**config.mk**
```make
export PLATFORM = sky130hd
export DESIGN_NAME = ipm_top
export DESIGN_NICKNAME = d
export VERILOG_FILES = /design/src/hdl/ipm_pkg.sv /design/src/hdl/ipm_timeout.sv /design/src/hdl/ipm_write_post.sv /design/src/hdl/ipm_top.sv
export SDC_FILE = /design/constraint.sdc
export NUM_CORES = 1
export LEC_CHECK = 0
export BUFFER_PORTS_ARGS = -buffer_cell sky130_fd_sc_hd__buf_2
export CORE_MARGIN = 2
export CORE_UTILIZATION = 45
export DETAILED_ROUTE_END_ITERATION = 6
export PLACE_DENSITY = 0.71
export SLEW_MARGIN = 20
export SYNTH_ARGS = -nofsm -noshare
export SYNTH_HDL_FRONTEND = slang
export SYNTH_SLANG_ARGS = --single-unit
```
**constraint.sdc**
```tcl
create_clock -name clk_sys_i -period 4.3 [get_ports clk_sys_i]
set_clock_uncertainty 0.2 [all_clocks]
set_input_delay 0.215 -clock clk_sys_i [delete_from_list [all_inputs] [get_ports clk_sys_i]]
set_output_delay 0.215 -clock clk_sys_i [all_outputs]
set_load 0.02 [all_outputs]
```
**src/hdl/ipm_pkg.sv**
```systemverilog
// Constants, register map and field positions of the internal port error monitor.
// Assumes a 16-bit register port with one-cycle read latency.
package ipm_pkg;

  // ****************************************
  // Register offsets
  // ****************************************
  localparam logic [15:0] PERIPH_PORT_CONFIG_OFS       = 16'h0100;
  localparam logic [15:0] PERIPH_PORT_ERROR_STATUS_OFS = 16'h0102;
  localparam logic [15:0] MEMORY_PORT_CONFIG_OFS       = 16'h0200;
  localparam logic [15:0] MEMORY_PORT_ERROR_STATUS_OFS = 16'h0202;
  localparam logic [15:0] TIMEOUT_CONTROL_OFS          = 16'h9000;
  localparam logic [15:0] IDLE_CONTROL_OFS             = 16'h0001;

  // ****************************************
  // Field positions
  // ****************************************
  localparam int INV_ERR_EN_BIT    = 15;
  localparam int INV_ERR_FLAG_BIT  = 15;
  localparam int PERI_TO_FLAG_BIT  = 12;
  localparam int WR_BUS_ERR_BIT    = 4;
  localparam int RD_BUS_ERR_BIT    = 3;
  localparam int WPE_BIT           = 7;
  localparam int EXT_TO_FLAG_BIT   = 12;
  localparam int PERI_TO_EN_BIT    = 1;
  localparam int EXT_TO_EN_BIT     = 0;
  localparam int PERI_IDLE_REQ_BIT = 0;
  localparam int MEM_IDLE_REQ_BIT  = 1;

  // ****************************************
  // Reset values
  // ****************************************
  localparam logic       INV_ERR_EN_RST  = 1'b1;
  localparam logic       WPE_RST         = 1'b0;
  localparam logic [1:0] TIMEOUT_CONTROL_REG_RST        = 2'h0;
  localparam logic [1:0] ICR_RST         = 2'h0;

  // ****************************************
  // Covered I/O ranges
  // ****************************************
  localparam logic [15:0] RANGE0_LO = 16'h0000;
  localparam logic [15:0] RANGE0_HI = 16'h03ff;
  localparam logic [15:0] RANGE1_LO = 16'h1400;
  localparam logic [15:0] RANGE1_HI = 16'h17ff;
  localparam logic [15:0] RANGE2_LO = 16'h2000;
  localparam logic [15:0] RANGE2_HI = 16'h23ff;

  // ****************************************
  // Timing
  // ****************************************
  localparam int TIMEOUT_CYCLES  = 512;
  localparam int POST_DEPTH      = 2;

  typedef enum logic [1:0] {IPM_IDLE, IPM_BUSY, IPM_HANG} ipm_state_type;

endpackage : ipm_pkg

```
**src/hdl/ipm_timeout.sv**
```systemverilog
// Watchdog counter that flags an access left unanswered for a set number of cycles.
// Assumes start/busy are from logic on the same clock.
`timescale 1ns/100ps
module ipm_timeout
  import ipm_pkg::*;
#(
  parameter int LIMIT = TIMEOUT_CYCLES
) (
  input  wire logic clk_sys_i,
  input  wire logic rst_n_i,
  input  wire logic enable_i,
  input  wire logic waiting_i,
  output logic      expired_o
);
  localparam int CW = $clog2(LIMIT + 1);
  localparam logic [CW-1:0] LAST = CW'(LIMIT - 1);

  logic [CW-1:0] count;
  logic          fired;

  wire hit = enable_i && waiting_i && !fired && (count == LAST);

  always_ff @(posedge clk_sys_i) begin
    if (!rst_n_i || !waiting_i) begin
      count <= '0;
      fired <= 1'b0;
    end else if (!fired) begin
      count <= count + CW'(1);
      fired <= hit;
    end
  end

  assign expired_o = hit;
endmodule : ipm_timeout

```
**src/hdl/ipm_write_post.sv**
```systemverilog
// Two-entry write posting buffer between the CPU write buses and the memory interface.
// Assumes the memory interface drains one entry per accepted cycle.
`timescale 1ns/100ps
module ipm_write_post
  import ipm_pkg::*;
#(
  parameter int AW    = 24,
  parameter int DW    = 16,
  parameter int DEPTH = POST_DEPTH
) (
  input  wire logic          clk_sys_i,
  input  wire logic          rst_n_i,
  input  wire logic          push_i,
  input  wire logic [AW-1:0] push_addr_i,
  input  wire logic [DW-1:0] push_data_i,
  output logic               full_o,
  output logic               empty_o,
  output logic [AW-1:0]      head_addr_o,
  output logic [DW-1:0]      head_data_o,
  input  wire logic          pop_i
);
  localparam int PW = $clog2(DEPTH);

  logic [AW-1:0] addr_mem [DEPTH];
  logic [DW-1:0] data_mem [DEPTH];
  logic [PW-1:0] wr_ptr;
  logic [PW-1:0] rd_ptr;
  logic [PW:0]   level;

  wire do_push = push_i && !full_o;
  wire do_pop  = pop_i && !empty_o;

  assign full_o      = (level == (PW+1)'(DEPTH));
  assign empty_o     = (level == '0);
  assign head_addr_o = addr_mem[rd_ptr];
  assign head_data_o = data_mem[rd_ptr];

  always_ff @(posedge clk_sys_i) begin
    if (!rst_n_i) begin
      wr_ptr <= '0;
      rd_ptr <= '0;
      level  <= '0;
    end else begin
      if (do_push) begin
        wr_ptr <= (wr_ptr == PW'(DEPTH - 1)) ? '0 : wr_ptr + PW'(1);
      end
      if (do_pop) begin
        rd_ptr <= (rd_ptr == PW'(DEPTH - 1)) ? '0 : rd_ptr + PW'(1);
      end
      level <= level + (PW+1)'(do_push) - (PW+1)'(do_pop);
    end
  end

  always_ff @(posedge clk_sys_i) begin
    if (do_push) begin
      addr_mem[wr_ptr] <= push_addr_i;
      data_mem[wr_ptr] <= push_data_i;
    end
  end
endmodule : ipm_write_post

```
**src/hdl/ipm_top.sv**
```systemverilog
// The implementer's own choice: the plain strobed port.
`timescale 1ns/100ps
module ipm_top
  import ipm_pkg::*;
#(
  parameter int AW = 24,
  parameter int DW = 16
) (
  input  wire logic          clk_sys_i,
  input  wire logic          rst_n_i,
  // Register port
  input  wire logic [15:0]   reg_addr_i,
  input  wire logic [15:0]   reg_wdata_i,
  input  wire logic          reg_wr_i,
  input  wire logic          reg_rd_i,
  output logic      [15:0]   reg_rdata_o,
  // CPU side of the peripheral port
  input  wire logic          pp_req_i,
  input  wire logic          pp_write_i,
  input  wire logic [15:0]   pp_addr_i,
  input  wire logic          pp_invalid_i,
  output logic               pp_stall_o,
  output logic               pp_req_o,
  input  wire logic          pp_ack_i,
  // Idle handshake
  input  wire logic          idle_instr_i,
  input  wire logic          cpu_idle_i,
  input  wire logic          master_idle_i,
  output logic               pp_idle_o,
  output logic               mp_idle_o,
  // CPU writes toward external memory (two write buses)
  input  wire logic          wr_e_i,
  input  wire logic [AW-1:0] wr_e_addr_i,
  input  wire logic [DW-1:0] wr_e_data_i,
  input  wire logic          wr_f_i,
  input  wire logic [AW-1:0] wr_f_addr_i,
  input  wire logic [DW-1:0] wr_f_data_i,
  output logic               mp_stall_o,
  // External memory interface side
  output logic               emi_wr_o,
  output logic [AW-1:0]      emi_addr_o,
  output logic [DW-1:0]      emi_data_o,
  input  wire logic          emi_ready_i,
  input  wire logic          emi_busy_i,
  output logic               bus_error_o
);

  // ****************************************
  // Registers
  // ****************************************
  logic invalid_access_err_enable;
  logic write_posting_enable;
  logic periph_timeout_enable;
  logic ext_mem_timeout_enable;
  logic periph_port_idle_req;
  logic memory_port_idle_req;
  logic invalid_access_err_flag;
  logic write_bus_err_flag;
  logic read_bus_err_flag;
  logic periph_timeout_flag;
  logic ext_mem_timeout_flag;
  logic pp_idle;
  logic mp_idle;
  logic f_pending;
  logic [AW-1:0] f_addr;
  logic [DW-1:0] f_data;
  logic [15:0] rdata;

  // ****************************************
  // Decode
  // ****************************************
  wire sel_ppc  = (reg_addr_i == PERIPH_PORT_CONFIG_OFS);
  wire sel_ppe  = (reg_addr_i == PERIPH_PORT_ERROR_STATUS_OFS);
  wire sel_mpc  = (reg_addr_i == MEMORY_PORT_CONFIG_OFS);
  wire sel_mpe  = (reg_addr_i == MEMORY_PORT_ERROR_STATUS_OFS);
  wire sel_toc  = (reg_addr_i == TIMEOUT_CONTROL_OFS);
  wire sel_icr  = (reg_addr_i == IDLE_CONTROL_OFS);

  wire in_r0 = (pp_addr_i >= RANGE0_LO) && (pp_addr_i <= RANGE0_HI);
  wire in_r1 = (pp_addr_i >= RANGE1_LO) && (pp_addr_i <= RANGE1_HI);
  wire in_r2 = (pp_addr_i >= RANGE2_LO) && (pp_addr_i <= RANGE2_HI);
  wire in_scope = in_r0 || in_r1 || in_r2;

  // Invalid access detected only while awake; it is an error with the feature on, a hang with it off
  wire inv_access = pp_req_i && pp_invalid_i && in_scope && !pp_idle;
  wire inv_err    = inv_access && invalid_access_err_enable;
  wire inv_hang   = inv_access && !invalid_access_err_enable;

  // ****************************************
  // Peripheral port forwarding and stall
  // ****************************************
  logic pp_waiting;
  logic pp_hung;
  wire  pp_to;

  // Idle port forwards nothing and holds the requester
  assign pp_req_o   = pp_req_i && !pp_idle && !inv_access && !pp_hung;
  // A forwarded request holds the requester from its first cycle until answer or time-out
  assign pp_stall_o = (pp_req_i && (pp_idle || inv_hang || pp_hung)) ||
                      ((pp_req_o || pp_waiting) && !pp_ack_i && !pp_to);

  always_ff @(posedge clk_sys_i) begin
    if (!rst_n_i) begin
      pp_waiting <= 1'b0;
      pp_hung    <= 1'b0;
    end else begin
      pp_waiting <= (pp_req_o || pp_waiting) && !pp_ack_i && !pp_to;
      pp_hung    <= (pp_hung || inv_hang) && rst_n_i;
    end
  end

  ipm_timeout #(
    .LIMIT     (TIMEOUT_CYCLES)
  ) u_pp_timeout (
    .clk_sys_i (clk_sys_i),
    .rst_n_i   (rst_n_i),
    .enable_i  (periph_timeout_enable),
    .waiting_i (pp_waiting),
    .expired_o (pp_to)
  );

  // ****************************************
  // Memory data port posting
  // ****************************************
  wire post_full;
  wire post_empty;
  wire [AW-1:0] head_addr;
  wire [DW-1:0] head_data;

  // E bus first, F bus held at least one cycle in f_pending and pushed only when E is not
  wire accept_ok = !mp_idle && write_posting_enable && !post_full;
  wire push_e    = wr_e_i && accept_ok;
  wire push_f    = f_pending && accept_ok && !push_e;
  wire push      = push_e || push_f;
  wire pop       = !post_empty && emi_ready_i && !mp_idle;

  // Without posting each write waits for the memory interface directly
  wire direct     = !write_posting_enable && !mp_idle && (wr_e_i || f_pending);
  assign mp_stall_o = mp_idle ? (wr_e_i || f_pending) :
                      write_posting_enable ? (post_full && (wr_e_i || f_pending)) || (wr_e_i && f_pending) :
                      (direct && !emi_ready_i);

  ipm_write_post #(
    .AW          (AW),
    .DW          (DW),
    .DEPTH       (POST_DEPTH)
  ) u_post (
    .clk_sys_i   (clk_sys_i),
    .rst_n_i     (rst_n_i),
    .push_i      (push),
    .push_addr_i (push_e ? wr_e_addr_i : f_addr),
    .push_data_i (push_e ? wr_e_data_i : f_data),
    .full_o      (post_full),
    .empty_o     (post_empty),
    .head_addr_o (head_addr),
    .head_data_o (head_data),
    .pop_i       (pop)
  );

  wire f_take = wr_f_i && !f_pending;
  always_ff @(posedge clk_sys_i) begin
    if (!rst_n_i) begin
      f_pending <= 1'b0;
      f_addr    <= '0;
      f_data    <= '0;
    end else begin
      f_pending <= f_take || (f_pending && !push_f && !(direct && !wr_e_i && emi_ready_i));
      if (f_take) begin
        f_addr <= wr_f_addr_i;
        f_data <= wr_f_data_i;
      end
    end
  end

  always_ff @(posedge clk_sys_i) begin
    if (!rst_n_i) begin
      emi_wr_o   <= 1'b0;
      emi_addr_o <= '0;
      emi_data_o <= '0;
    end else begin
      emi_wr_o <= pop || (direct && emi_ready_i);
      if (pop) begin
        emi_addr_o <= head_addr;
        emi_data_o <= head_data;
      end else if (direct) begin
        emi_addr_o <= wr_e_i ? wr_e_addr_i : f_addr;
        emi_data_o <= wr_e_i ? wr_e_data_i : f_data;
      end
    end
  end

  wire mp_to;
  ipm_timeout #(
    .LIMIT     (TIMEOUT_CYCLES)
  ) u_mp_timeout (
    .clk_sys_i (clk_sys_i),
    .rst_n_i   (rst_n_i),
    .enable_i  (ext_mem_timeout_enable),
    .waiting_i (emi_busy_i),
    .expired_o (mp_to)
  );

  // ****************************************
  // Idle entry and illegal idle
  // ****************************************
  wire go_pp_idle = periph_port_idle_req && idle_instr_i && !pp_idle;
  wire go_mp_idle = memory_port_idle_req && idle_instr_i && !mp_idle;
  wire others_awake = !(cpu_idle_i && master_idle_i);
  wire idle_err = (go_pp_idle || go_mp_idle) && others_awake;

  always_ff @(posedge clk_sys_i) begin
    if (!rst_n_i) begin
      pp_idle <= 1'b0;
      mp_idle <= 1'b0;
    end else begin
      pp_idle <= (pp_idle || go_pp_idle) && periph_port_idle_req;
      mp_idle <= (mp_idle || go_mp_idle) && memory_port_idle_req;
    end
  end
  assign pp_idle_o = pp_idle;
  assign mp_idle_o = mp_idle;

  // ****************************************
  // Register writes and sticky flags
  // ****************************************
  always_ff @(posedge clk_sys_i) begin
    if (!rst_n_i) begin
      invalid_access_err_enable <= INV_ERR_EN_RST;
      write_posting_enable      <= WPE_RST;
      periph_timeout_enable     <= TIMEOUT_CONTROL_REG_RST[PERI_TO_EN_BIT];
      ext_mem_timeout_enable    <= TIMEOUT_CONTROL_REG_RST[EXT_TO_EN_BIT];
      periph_port_idle_req      <= ICR_RST[PERI_IDLE_REQ_BIT];
      memory_port_idle_req      <= ICR_RST[MEM_IDLE_REQ_BIT];
    end else if (reg_wr_i) begin
      if (sel_ppc) invalid_access_err_enable <= reg_wdata_i[INV_ERR_EN_BIT];
      if (sel_mpc) write_posting_enable <= reg_wdata_i[WPE_BIT];
      if (sel_toc) begin
        periph_timeout_enable  <= reg_wdata_i[PERI_TO_EN_BIT];
        ext_mem_timeout_enable <= reg_wdata_i[EXT_TO_EN_BIT];
      end
      if (sel_icr) begin
        periph_port_idle_req <= reg_wdata_i[PERI_IDLE_REQ_BIT];
        memory_port_idle_req <= reg_wdata_i[MEM_IDLE_REQ_BIT];
      end
    end
  end

  always_ff @(posedge clk_sys_i) begin
    if (!rst_n_i) begin
      invalid_access_err_flag <= 1'b0;
      write_bus_err_flag      <= 1'b0;
      read_bus_err_flag       <= 1'b0;
      periph_timeout_flag     <= 1'b0;
      ext_mem_timeout_flag    <= 1'b0;
      bus_error_o             <= 1'b0;
    end else begin
      invalid_access_err_flag <= invalid_access_err_flag || inv_err;
      write_bus_err_flag      <= write_bus_err_flag || (inv_err && pp_write_i);
      read_bus_err_flag       <= read_bus_err_flag || (inv_err && !pp_write_i);
      periph_timeout_flag     <= periph_timeout_flag || pp_to;
      ext_mem_timeout_flag    <= ext_mem_timeout_flag || mp_to;
      bus_error_o             <= inv_err || pp_to || mp_to || idle_err;
    end
  end

  // ****************************************
  // Read back
  // ****************************************
  wire [15:0] ppc_val = 16'(invalid_access_err_enable) << INV_ERR_EN_BIT;
  wire [15:0] ppe_val = (16'(invalid_access_err_flag) << INV_ERR_FLAG_BIT) |
                        (16'(periph_timeout_flag) << PERI_TO_FLAG_BIT) |
                        (16'(write_bus_err_flag) << WR_BUS_ERR_BIT) |
                        (16'(read_bus_err_flag) << RD_BUS_ERR_BIT);
  wire [15:0] mpc_val = 16'(write_posting_enable) << WPE_BIT;
  wire [15:0] mpe_val = 16'(ext_mem_timeout_flag) << EXT_TO_FLAG_BIT;
  wire [15:0] toc_val = (16'(periph_timeout_enable) << PERI_TO_EN_BIT) |
                        (16'(ext_mem_timeout_enable) << EXT_TO_EN_BIT);
  wire [15:0] icr_val = (16'(periph_port_idle_req) << PERI_IDLE_REQ_BIT) |
                        (16'(memory_port_idle_req) << MEM_IDLE_REQ_BIT);

  // Unmapped addresses and reserved bits read zero
  wire [15:0] next_rdata = sel_ppc ? ppc_val : sel_ppe ? ppe_val : sel_mpc ? mpc_val :
                           sel_mpe ? mpe_val : sel_toc ? toc_val : sel_icr ? icr_val : 16'h0000;

  always_ff @(posedge clk_sys_i) begin
    if (!rst_n_i) begin
      rdata <= 16'h0000;
    end else begin
      rdata <= reg_rd_i ? next_rdata : 16'h0000;
    end
  end
  assign reg_rdata_o = rdata;

endmodule : ipm_top

```
=== After elaboration in Yosys (flattened, before gate mapping) ===
Memories as Yosys holds them, arrays and structs flattened. A register that Yosys moved wholly into a read port is not among the register bits.
Index checks and enable logic that the tools add are counted.

* $add $sub $neg: 6
* Mux-type cells: 26
* Reductions and logical operators: 107
* Bitwise operators: 7
* Magnitude comparators: 6
* Equality and inequality tests: 9

{| class="wikitable"
|+ Operators with widths
! cell !! count
|-
| $mux W16 || 6
|-
| $mux W24 || 4
|-
| $logic_and A1 B1 Y1 || 51
|-
| $eq A16 B10 Y1 const B || 2
|-
| $eq A16 B9 Y1 const B || 2
|-
| $mux W13 || 2
|-
| $logic_or A1 B1 Y1 || 25
|-
| $logic_not A1 Y1 || 23
|-
| $add A10 B1 Y10 const B || 2
|-
| $eq A10 B9 Y1 const B || 2
|-
| $eq A16 B1 Y1 const B || 1
|-
| $eq A16 B16 Y1 const B || 1
|-
| $ge A16 B1 Y1 const B || 1
|-
| $ge A16 B13 Y1 const B || 1
|-
| $ge A16 B14 Y1 const B || 1
|-
| $le A16 B10 Y1 const B || 1
|-
| $le A16 B13 Y1 const B || 1
|-
| $le A16 B14 Y1 const B || 1
|-
| $or A16 B13 Y16 || 1
|-
| $or A16 B4 Y16 || 1
|-
| $or A16 B5 Y16 || 1
|-
| $mux W1 || 12
|-
| $reduce_and A2 Y1 || 5
|-
| $mux W2 || 2
|-
| 10 further kinds || 12
|}

* Bits in registers: 140
* Output and inout bits: 63
* Memory bits (writable): 80
* Logic and storage cells: 194
* Memories: 2
* Input bits: 143

{| class="wikitable"
|+ Memory list
! name !! words !! bits a word !! read ports !! clocked after Yosys merged registers in !! wr ports !! RTL line !! RTL
|-
| u_post.addr_mem || 2 || 24 || 1 || 1 || 1 || ipm_write_post.sv:24 || <nowiki>logic [AW-1:0] addr_mem [DEPTH];</nowiki>
|-
| u_post.data_mem || 2 || 16 || 1 || 1 || 1 || ipm_write_post.sv:25 || <nowiki>logic [DW-1:0] data_mem [DEPTH];</nowiki>
|}

=== Logic depth before layout (Yosys ltp) ===
Gate-level depths: netlist (run 1).

* Word-level depth: 13
* Depth in mapped cells: 9
* Mapped depth without buffers: 8

=== Modules after synthesis ===
A second synthesis (run 1) with hierarchy kept.

* Cell total of the unflattened synthesis: 892
* Area total of the unflattened synthesis: 9547.9 um^2

{| class="wikitable"
|+ By module, submodules not included
! module !! cells an instance !! sequential area each (um^2) !! area each (um^2) !! instances
|-
| ipm_top || 633 || 2102.0 || 5375.2 || 1
|-
| ipm_write_post || 151 || 2502.4 || 3131.8 || 1
|-
| ipm_timeout || 54 || 220.2 || 520.5 || 2
|}

=== Least setup slack after synthesis (run 1) ===
Ideal clock, no wire load.

* Path kind: flip-flop to flip-flop
* Start: register u_post.level[1]
* End: memory u_post.addr_mem[0][0] (enable)
* Required time: 3613 ps
* Data arrival time: 3436 ps
* Path slack: 177 ps
* Cell stages (with the launch flop): 4
* Path through: dfxtp_1 -> nor2b_1 -> nand3b_1 -> nor3_1

* Longest elaborated chain between the ends: 10
* Elaborated cells on any way between the ends: 11

{| class="wikitable"
|+ RTL lines
! element !! RTL line !! RTL
|-
| from (decl) || ipm_write_post.sv:28 || <nowiki>logic [PW:0] level;</nowiki>
|-
| from (signal assigned) || ipm_write_post.sv:50 || <nowiki>level <= level + (PW+1)'(do_push) - (PW+1)'(do_pop);</nowiki>
|-
| $eq A2 B2 Y1 * || ipm_write_post.sv:33 || <nowiki>assign full_o = (level == (PW+1)'(DEPTH));</nowiki>
|-
| $logic_not A1 Y1 * || ipm_write_post.sv:30, ipm_top.sv:131 ||
|-
| $logic_and A1 B1 Y1 || ipm_top.sv:131 || <nowiki>wire accept_ok = !mp_idle && write_posting_enable && !post_full;</nowiki>
|-
| $logic_and A1 B1 Y1 || ipm_top.sv:132 || <nowiki>wire push_e = wr_e_i && accept_ok;</nowiki>
|-
| $logic_not A1 Y1 || ipm_top.sv:133 || <nowiki>wire push_f = f_pending && accept_ok && !push_e;</nowiki>
|-
| $logic_and A1 B1 Y1 || ipm_top.sv:133 ||
|-
| $logic_or A1 B1 Y1 || ipm_top.sv:134 || <nowiki>wire push = push_e || push_f;</nowiki>
|-
| $logic_and A1 B1 Y1 * || ipm_write_post.sv:30 || <nowiki>wire do_push = push_i && !full_o;</nowiki>
|-
| $mux W1 * || ipm_write_post.sv:55 || <nowiki>if (do_push) begin</nowiki>
|-
| $mux W1 (not written as such) * || ipm_write_post.sv:56 || <nowiki>addr_mem[wr_ptr] <= push_addr_i;</nowiki>
|-
| to (decl) || ipm_write_post.sv:24 ||
|}

Mark *: on every way between the ends. The rest lies on a longest branch, timed or not.

=== Worst setup path after layout (run 1) ===
* Start: input port rst_n_i
* End: register pp_waiting

{| class="wikitable"
|+ RTL lines
! element !! RTL line !! RTL
|-
| from (decl) || ipm_top.sv:10 || <nowiki>input wire logic rst_n_i,</nowiki>
|-
| to (signal assigned) || ipm_top.sv:107 || <nowiki>pp_waiting <= (pp_req_o || pp_waiting) && !pp_ack_i && !pp_to;</nowiki>
|-
| to (decl) || ipm_top.sv:92 || <nowiki>logic pp_waiting;</nowiki>
|}

No word-level cell between the ends.

==> summary.txt, run 1 <==
Timing
  – WHS: approximately 0.022 ns
  – Final max-slew violation count: 0
  – RSZ-0062 raised after global routing: false
  – Finish-stage setup viols: 0
  – Hold Vio Cnt, Final: 0
  – Final Cycle Share: 0.6833
  – Slew @ Worst Pin: 1.094 ns
  – Slew margin rel.: 0.2706
  – Setup_tns: 0 ns
  – Post-layout min period: slightly below 3 ns
  – Max Clock Freq: between 0.3 and 0.4 GHz

Final layout
  – Post-Layout Inst Area: between 10,000 and 15,000 sq um
  – Fin nets: approximately 1,300
  – Area growth, synth to finish: 33.06%
  – Share of cells above drive strength 1: 0.2789
  – Post-route insts no fill: 1,427

Floorplanning
  – Die Width: approximately 150 um
  – FP Rows: 53
  – Core Box Area: between 20,000 and 25,000 sq um
  – Die Ht: ~150 um
  – Initial core utilization: 0.4549
  – Boundary Pins: between 200 and 250
  – Die area: 22,220 sq um

Synthesis
  – Number of synthesized flops with an enable pin: 80
  – Cell accounting for the most synthesized area: dfxtp_1
  – Yosys top cell area share: 0.2790
  – Mux contribution to synthesized area: 0.1849
  – #FFs+latches synth: around 210
  – Cells after Synth: approximately 840
  – Avg Inst Size Synth: 11.26 sq um
  – Mapped Area: 9472 sq um
  – Top FF cell, synth: dfxtp_1
  – Netlist cell types: 61
  – Top post-synthesis cells by area: dfxtp_1, edfxtp_1, mux2_2, mux2i_1, nand2_1
  – Largest family of logic cells by synthesized area: multiplexers
  – Compound-cell area share of the yosys netlist: 0.08151
  – Sequential area share after synthesis: 0.5326
  – Synth Area in Adders: 0.005284
  – Synth Area in Simple Gates: 0.1402
  – Yosys warnings: 0
  – Ys async rst share: 0
  – XOR/XNOR share of the synthesized area: 0.01757

Place
  – Buffers on Ports: between 150 and 200
  – Post-DP HPWL: about 14,000 um
  – Placed cell areas: 10,550 sq um
  – Placer Congestion: 0.8189
  – Placed cell count: roughly 1,300

Clock tree
  – Worst-Skew Late Latency: 0.50 ns
  – Post-CTS Repair Setup Buffers: 0
  – TritonCTS clock tree: done
  – Root Driver: clkbuf_16
  – TritonCTS Sinks: approximately 210
  – CTS buffer count: 24
  – CTS Hold Buffers Added: around 130
  – Clock H-tree levels: 1
  – Quantity of gates resized following cts: 0
  – Worst-path clk slew: 0.06 ns
  – Max Buffers Root-to-Sink: 3

GRT
  – Vias in the first global route: 7,380
  – Pin count of the biggest net entering global routing: between 60 and 70
  – Initial antenna violation count: 1
  – Wire length of the first global-routing pass: around 38,000 um
  – Overall Global Routing Usage: 0.2138
  – Total global routing overflow: 0

Worst setup path
  – Worst setup SP type: input pin
  – CP required: roughly 4.6 ns
  – Setup CP Type: input pin to flop
  – WP data arrival: approximately 3.2 ns
  – Crit path capture type: flop
  – Max FO, Critical Path: 60

Hold path
  – Min-Delay Path Class: input pin to flop

Power and ir drop
  – Overall power: 4.939 mW
  – Leak: roughly 5 nW
  – Peak supply drop: just under 0.3 mV
  – Power density cells: a little under 400 nW/um^2

Outcome
  – Status: completed

Routing
  – DR WL/cell: between 15 and 20 um
  – Post-DR vias/cell: between 5 and 6
  – WL final: about 24,000 um
  – Residual DRC: 0
  – DRT antenna net count: 0
  – Initial DRC count: 360
  – First drt pass iteration count: 7
  – Vias after detailed routing: 7,405

Flow run
  – Max Cap Violations: 0
==> synthesized netlist by cell type (all sizes together) (2+ instances only) <==
| master | number |
|---|---|
| a21oi | 51 |
| a211oi | 40 |
| xnor2 | 8 |
| nand4 | 12 |
| dfxtp | 132 |
| nand2b | 2 |
| nand3b | 3 |
| edfxtp | 80 |
| o21a | 5 |
| nand2 | 101 |
| nor3b | 2 |
| mux2i | 85 |
| nor3 | 11 |
| and3 | 2 |
| o31a | 2 |
| nor4 | 5 |
| and3b | 3 |
| nand3 | 7 |
| nand4b | 4 |
| ha | 4 |
| or3 | 3 |
| nor4b | 5 |
| inv | 14 |
| nor2 | 38 |
| nor2b | 3 |
| o21ai | 9 |
| xor2 | 11 |
| mux2 | 80 |
| clkbuf | 27 |
| buf | 30 |
| and2 | 46 |
==> sequential cells by signal, summed over array words and instances, names as in the netlist, 2 cells and up, named ones only <==
signal / flops
f_addr: 24
u_post.addr_mem: 48
reg_rdata_o: 7
emi_addr_o: 24
f_data: 16
u_mp_timeout.count: 10
u_pp_timeout.count: 10
u_post.level: 2
u_post.data_mem: 32
emi_data_o: 16
==> worst paths after layout <==
check             depth (start not counted)         startpoint  slack [ns]               endpoint
setup / recovery                          6            rst_n_i        1.36             pp_waiting
hold / removal                            4       pp_invalid_i        0.02     write_bus_err_flag
setup reg to reg                          4          f_pending        1.68  u_post.addr_mem[1][7]
hold reg to reg                           1  read_bus_err_flag        0.26      read_bus_err_flag
==> area by class of cell <==
class | instances | area (sq um)
Antenna cell | 1 | 2.502
Clock buffer | 34 | 679.4
Clock inverter | 10 | 100.1
Fill cell | 1625 | 8219
Inverter | 14 | 53.80
Multi-Input combinational cell | 566 | 4118
Sequential cell | 212 | 5046
Tap cell | 275 | 344.1
Timing Repair Buffer | 315 | 2260
==> critical path, cell delays in order <==
cell and delay [ns]:
dlygate4sd3_1 0.52, buf_2 0.41, clkinv_2 0.54, buf_4 0.52, nor4_1 0.34, dlygate4sd3_1 0.57
==> where the power goes <==
part           leakage (nW)  switching [mW]  total, mW  internal, mW
sequential             1.81          0.0724       2.24          2.17
clock                 0.382           0.784       2.00          1.22
combinational          2.84           0.366      0.699         0.333
==> per-stage QoR <==
| step | utilization | setup slack, ns |
|---|---|---|
| global placement | 0.5067 | 1.685 |
| finish | 0.6053 | 1.362 |
| floorplan | - | 0.1768 |
| global route | 0.6053 | 1.334 |
| CTS | 0.6052 | 1.449 |
| detailed placement | 0.5067 | 1.649 |
==> layer usage <==
metal | vias up | wire [um] | GRT usage
li1 | 3583 | - | -
met1 | 3549 | 10470 | 0.2614
met2 | 229 | 12130 | 0.3912
met3 | 44 | 1260 | 0.03823
met4 | 0 | 496 | 0.05000
met5 | - | 0 | 0
==> cell families after synthesis <==
logic type                 Yosys count
AOI/OAI and AO/OA                  119
and+or+nand+nor                    250
muxes                              165
adders and majority gates            4
DFF                                212
other                                1
buffers and inverters               71
xor gates and xnor gates            19
==> layout by cell type, fill, tap and decap left out, types with 3 or more instances in the layout <==
cell           count
nor2_1            38
edfxtp_1          80
clkinv_1           3
nand3_1            7
nor4_4             3
nand4_1           11
buf_2            174
o21ai_0            8
mux2_2            77
dfxtp_1          131
or3_1              3
o21a_1             5
mux2_1             3
nor4b_1            3
xor2_1            11
and2_1            45
xnor2_1            8
nand2_1          101
clkbuf_16         25
dlygate4sd3_1    127
conb_1             9
a211oi_1          40
a21oi_1           51
buf_4             13
nand3b_1           3
ha_1               4
inv_1             12
mux2i_1           85
nand4b_1           3
clkinv_2           6
nor3_1             9
clkbuf_1           7
(Power assumes the default switching activity.)
==> run 2: changes to the inputs <==
==> constraint.sdc (replaced) <==
create_clock -name clk_sys_i -period 2.65 [get_ports clk_sys_i]
set_clock_uncertainty 0.2 [all_clocks]
set_input_delay 0.1325 -clock clk_sys_i [delete_from_list [all_inputs] [get_ports clk_sys_i]]
set_output_delay 0.1325 -clock clk_sys_i [all_outputs]
set_load 0.02 [all_outputs]
==> summary.txt, run 2 (synthesized netlist as in run 1, its figures left out) <==
Worst setup path
  – Max FO, Critical Path: 6 (-90%)
  – Worst setup SP type: input pin
  – Setup CP Type: input pin to flop
  – CP required: 2.88 ns (-1.67 ns)
  – Crit path capture type: flop
  – WP data arrival: 2.78 ns (-0.40 ns)

GRT
  – Wire length of the first global-routing pass: 38,140 um (+0.77%)
  – Total global routing overflow: 0 (unchanged)
  – Pin count of the biggest net entering global routing: 90 (+48%)
  – Initial antenna violation count: 0 (-1)
  – Vias in the first global route: 7,764 (+5.2%)
  – Overall Global Routing Usage: 0.2143 (+0.0004973)

Clock tree
  – TritonCTS Sinks: 212 (unchanged)
  – Root Driver: clkbuf_16
  – Max Buffers Root-to-Sink: 3 (unchanged)
  – TritonCTS clock tree: done
  – Worst-path clk slew: 0.06 ns (about the same)
  – Clock H-tree levels: 1 (unchanged)
  – CTS buffer count: 23 (-4.2%)
  – Worst-Skew Late Latency: 0.49 ns (about the same)

Flow run
  – Max Cap Violations: 0 (unchanged)

Routing
  – DR WL/cell: 16.99 um (-0.48%)
  – Vias after detailed routing: 7,506 (+1.4%)
  – Residual DRC: 0 (unchanged)
  – DRT antenna net count: 0 (unchanged)
  – WL final: 24,600 um (+0.99%)
  – Post-DR vias/cell: 5.184 (-0.11%)
  – First drt pass iteration count: 5 (-2)
  – Initial DRC count: 363 (+0.83%)

Final layout
  – Post-Layout Inst Area: 12,880 sq um (+2.2%)
  – Top reg by flops: u_post.addr_mem
  – Post-route insts no fill: 1,448 (+1.5%)
  – Layout Utilization: 0.6187 (+0.01340)
  – Share of cells above drive strength 1: 0.2796 (+0.0007370)
  – Footprint of the multi-input gates: 4140 sq um (+0.55%)
  – Number of flip-flops in the largest register: 48 (unchanged)
  – Fill cell count: 1,635 (+0.62%)
  – Commonest non-fill, non-tap cell in the layout: buf_2
  – Fin nets: 1,304 (+1.9%)
  – N_diodes: 0 (-1)
  – Commonest cells after routing, fill and taps aside: buf_2, dlygate4sd3_1, dfxtp_1, nand2_1, mux2i_1
  – FF+latch area: 5046 sq um (unchanged)
  – Area growth, synth to finish: 36.01%
  – Biggest regs: u_post.addr_mem x48, u_post.data_mem x32

Place
  – Buffers on Ports: 174 (unchanged)
  – Placer Congestion: 0.8597 (+5.0%)
  – Placed cell count: 1,258 (+0.24%)
  – Pre-CTS WS: 0.4325 ns (-1.216 ns)
  – Placed cell areas: 10,630 sq um (+0.75%)
  – Post-DP HPWL: 14,000 um (-1.5%)

Power and ir drop
  – Power density cells: 615.7 nW/um^2 (+57%)
  – Leak: 5.174 nW (+2.7%)
  – Overall power: 7.931 mW (+61%)
  – Peak supply drop: 0.3904 mV (+31%)

Outcome
  – Status: finished, violations left
  – Violated checks: hold timing

Floorplanning
  – FP Rows: 53 (unchanged)
  – Initial core utilization: 0.4549 (unchanged)
  – Core Box Area: 20,820 sq um (unchanged)
  – Die area: 22,220 sq um (unchanged)
  – Die Ht: 149.1 um (unchanged)
  – Boundary Pins: 206 (unchanged)
  – Die Width: 149.1 um (unchanged)

Timing
  – Slew @ Worst Pin: 0.8757 ns (-0.2184 ns)
  – Hold Vio Cnt, Final: 1 (+1)
  – Final setup margin: 0.1085 ns (-1.253 ns)
  – WHS: -0.03346 ns (-0.05569 ns)
  – Slew margin rel.: 0.4140 (+0.1434)
  – Finish-stage setup viols: 0 (unchanged)
  – Final max-slew violation count: 0 (unchanged)
  – Final Cycle Share: 0.9591
  – Max Clock Freq: 0.3935 GHz
  – Post-layout min period: 2.542 ns

Hold path
  – Min-Delay Path Class: input pin to flop
[run 2: worst max-delay path: stages]
cell and delay [ns]:
dlygate4sd3_1 0.54, buf_2 0.17, nor3_2 0.27, and4_1 0.32
nand4_1 0.11, dlygate4sd3_1 0.56, a21oi_1 0.13, dlygate4sd3_1 0.55
[run 2: power breakdown]
part | switching, mW | internal, mW | total, mW
Sequential | 0.101 | 3.51 | 3.62
Combinational | 0.616 | 0.571 | 1.19
Clock | 1.26 | 1.87 | 3.13
Total | 1.97 | 5.96 | 7.93
[run 2: metrics by stage]
| step | TNS, ns | hold slack, ns |
|---|---|---|
| floorplan | 0 | 0.008816 |
| global placement | 0 | 0.1229 |
| detailed placement | 0 | 0.1242 |
| CTS | 0 | 0.006022 |
| global route | -0.02550 | 0.02157 |
| finish | 0 | -0.03346 |
[run 2: cell type report]
cell class / count / share of cell area
inverters: 14 / 0.004176
well taps: 275 / 0.02671
flip-flops and latches: 212 / 0.3917
multi-input cells: 566 / 0.3214
clock inverters: 11 / 0.008450
repair buffers: 340 / 0.1985
clock buffers: 30 / 0.04905
[run 2: worst paths after layout]
kind | startpoint | to | slack, ns | cells after the start
setup / recovery | reg_addr_i[1] | periph_timeout_enable | 0.11 | 8
hold / removal | reg_addr_i[4] | ext_mem_timeout_enable | -0.03 | 5
setup reg to reg | f_pending | f_data[6] | 0.11 | 5
hold reg to reg | f_addr[19] | f_addr[19] | 0.27 | 2
[run 2: repair_timing]
item / 4_1_cts / 5_1_grt
hold buffers: 148 / 0
endpoints found under the hold margin: 188 / 0
resized for setup: 0 / 8
setup endpoints to repair: 0 / 5
buffers inserted: 0 / 2
[run 2: per-layer routing]
layer,routed length (um),vias up,global-route usage
met5,0,-,0
met4,412,0,0.05095
met3,1504,34,0.03853
met2,12150,244,0.3899
met1,10540,3602,0.2633
li1,-,3626,-
==> run 3: changes to the inputs <==
--- a/config.mk
+++ b/config.mk
@@ -9,7 +9,7 @@
 export CORE_MARGIN = 2
 export CORE_UTILIZATION = 45
 export DETAILED_ROUTE_END_ITERATION = 6
-export PLACE_DENSITY = 0.71
+export PLACE_DENSITY = 0.77
 export SLEW_MARGIN = 20
 export SYNTH_ARGS = -nofsm -noshare
 export SYNTH_HDL_FRONTEND = slang
==> summary.txt, run 3 (synthesized netlist as in run 1, its figures left out) <==
Outcome
  – Status: completed

Final layout
  – Fill cell count: 1,625 (-0.61%)
  – Post-Layout Inst Area: 12,900 sq um (+0.13%)
  – Commonest cells after routing, fill and taps aside: buf_2, dlygate4sd3_1, dfxtp_1, nand2_1, mux2i_1
  – Top reg by flops: u_post.addr_mem
  – Layout Utilization: 0.6195 (+0.0007810)
  – FF+latch area: 5046 sq um (unchanged)
  – Area growth, synth to finish: 36.18%
  – Fin nets: 1,305 (+0.077%)
  – Share of cells above drive strength 1: 0.2853 (+0.005724)
  – Footprint of the multi-input gates: 4139 sq um (about the same)
  – Number of flip-flops in the largest register: 48 (unchanged)
  – Biggest regs: u_post.addr_mem x48, u_post.data_mem x32
  – Commonest non-fill, non-tap cell in the layout: buf_2

Place
  – Placed cell areas: 10,630 sq um (about the same)
  – Post-DP HPWL: 14,120 um (+0.86%)
  – Buffers on Ports: 174 (unchanged)
  – Placer Congestion: 0.8227 (-4.3%)
  – Pre-CTS WS: 0.2862 ns (-0.1463 ns)

Power and ir drop
  – Leak: 5.155 nW (-0.37%)
  – Peak supply drop: 0.3566 mV (-8.7%)
  – Power density cells: 613.2 nW/um^2 (-0.41%)

Worst setup path
  – Reg-to-Reg Start: u_pp_timeout.count[0]
  – Worst setup SP type: input pin
  – Worst path buffer plus inverter count: 4 (unchanged)
  – CP required: 2.87 ns (about the same)
  – CP Cell Sequence: dlygate4sd3_1, buf_2, nor4_4, and2_4, dlygate4sd3_1, nand3_1, dlygate4sd3_1, a21oi_1
  – R2R Path End: pp_waiting
  – WP data arrival: 2.80 ns (+0.02 ns)
  – Crit path capture type: flop
  – Max FO, Critical Path: 4 (-2)
  – Most frequent cell on the critical path: dlygate4sd3_1
  – R2r setup slk: 0.38 ns (+0.27 ns)
  – Reg2Reg Depth: 6 (+1)
  – Setup CP Type: input pin to flop
  – Cell family with most CP delay: buffers and inverters
  – Crit path max-delay cell type: dlygate4sd3_1
  – Cell count along the critical path: 8 (unchanged)
  – Slowest stage delay, CP: 0.58 ns (+0.02 ns)

Timing
  – Max Clock Freq: 0.3874 GHz (-1.5%)
  – Final max-slew violation count: 0 (unchanged)
  – Hold Vio Cnt, Final: 0 (-1)
  – Finish-stage setup viols: 0 (unchanged)
  – Slew margin rel.: 0.4381 (+0.02415)
  – Final Cycle Share: 0.9740 (+0.01489)
  – Post-layout min period: 2.581 ns (+0.03946 ns)
  – Final setup margin: 0.06900 ns (-0.03946 ns)
  – Slew @ Worst Pin: 0.8351 ns (-0.04061 ns)

GRT
  – Initial antenna violation count: 1 (+1)
  – Pin count of the biggest net entering global routing: 64 (-29%)
  – Overall Global Routing Usage: 0.2299 (+0.01565)
  – Total global routing overflow: 0 (unchanged)
  – Vias in the first global route: 8,061 (+3.8%)
  – Wire length of the first global-routing pass: 40,740 um (+6.8%)

Clock tree
  – Worst-path clk slew: 0.06 ns (about the same)
  – Max Buffers Root-to-Sink: 3 (unchanged)
  – TritonCTS Sinks: 212 (unchanged)
  – TritonCTS clock tree: done
  – Worst-Skew Late Latency: 0.50 ns (about the same)
  – CTS buffer count: 23 (unchanged)
  – Clock H-tree levels: 1 (unchanged)
  – Root Driver: clkbuf_16

Routing
  – Post-DR vias/cell: 5.303 (+2.3%)
  – Vias after detailed routing: 7,689 (+2.4%)
  – DRT antenna net count: 0 (unchanged)
  – DR WL/cell: 17.84 um (+5.0%)
  – Initial DRC count: 325 (-10%)
  – First drt pass iteration count: 4 (-1)
  – Residual DRC: 0 (unchanged)
  – WL final: 25,870 um (+5.1%)

Floorplanning
  – Core Box Area: 20,820 sq um (unchanged)
  – Die Ht: 149.1 um (unchanged)
  – Boundary Pins: 206 (unchanged)
  – Die Width: 149.1 um (unchanged)
  – Die area: 22,220 sq um (unchanged)
  – Initial core utilization: 0.4549 (unchanged)
  – FP Rows: 53 (unchanged)

Flow run
  – Max Cap Violations: 0 (unchanged)

Hold path
  – Min-Delay Endpoint: emi_wr_o
  – WHS Path Cells: 3 (-2)
  – Hold Crit Start: wr_e_i
  – Min-Delay Path Class: input pin to flop
-- run 3: routing by layer --
layer	track usage	part of all wire	vias to the layer above
li1	-	-	3641
met1	0.2742	0.42	3760
met2	0.4157	0.51	233
met3	0.03884	0.048	55
met4	0.08429	0.026	0
met5	0	0	-
-- run 3: worst max path at each step --
stage                           from  slack, ns                     to
3_3_place_gp               f_pending       0.35         emi_addr_o[11]
3_5_place_dp               f_pending       0.29         emi_addr_o[13]
6_report               reg_addr_i[6]       0.07         reg_rdata_o[1]
5_1_grt                reg_addr_i[6]      -0.01         reg_rdata_o[1]
2_1_floorplan              f_pending       0.15  u_post.addr_mem[1][0]
4_1_cts        u_pp_timeout.count[0]       0.06             pp_stall_o
-- run 3: what timing repair did --
item / CTS / global route
endpoints found under the setup margin: 0 / 5
buffers inserted: 0 / 5
resized for setup: 0 / 8
hold endpoints to repair: 187 / 0
hold buffers: 149 / 0
-- run 3: power by group --
| part | leakage [nW] | total [mW] | switching [mW] | internal (mW) |
|---|---|---|---|---|
| sequential | 1.81 | 3.60 | 0.0887 | 3.51 |
| combinational | 2.98 | 1.22 | 0.647 | 0.570 |
| clock | 0.361 | 3.09 | 1.29 | 1.80 |
-- run 3: final cells by class --
class                           instances  share of cell area
Inverter                               14            0.004074
Antenna cell                            1           0.0001940
Multi-Input combinational cell        566              0.3209
Clock buffer                           30             0.04976
Tap cell                              275             0.02668
Sequential cell                       212              0.3912
Clock inverter                         11            0.006596
Timing Repair Buffer                  341              0.2006
-- run 3: worst register-to-register path: stages, from the launching register on --
cell and delay, ns:
dfxtp_1 0.38, ha_1 0.24, nand4b_4 0.13, or2_4 0.29, nor4_4 0.26, nor4_1 0.09, dlygate4sd3_1 0.57
-- run 3: metrics by stage --
step                      setup TNS [ns]  hold WS (ns)  std cells  power [mW]
after floorplan                        0      0.008816        849       4.339
after global placement                 0        0.1228       1257       4.682
after detailed placement               0        0.1314       1257       4.712
after CTS                              0       0.01286       1447       7.925
after global routing            -0.01226       0.05083       1450       8.210
final                                  0       0.04182       1450       7.909
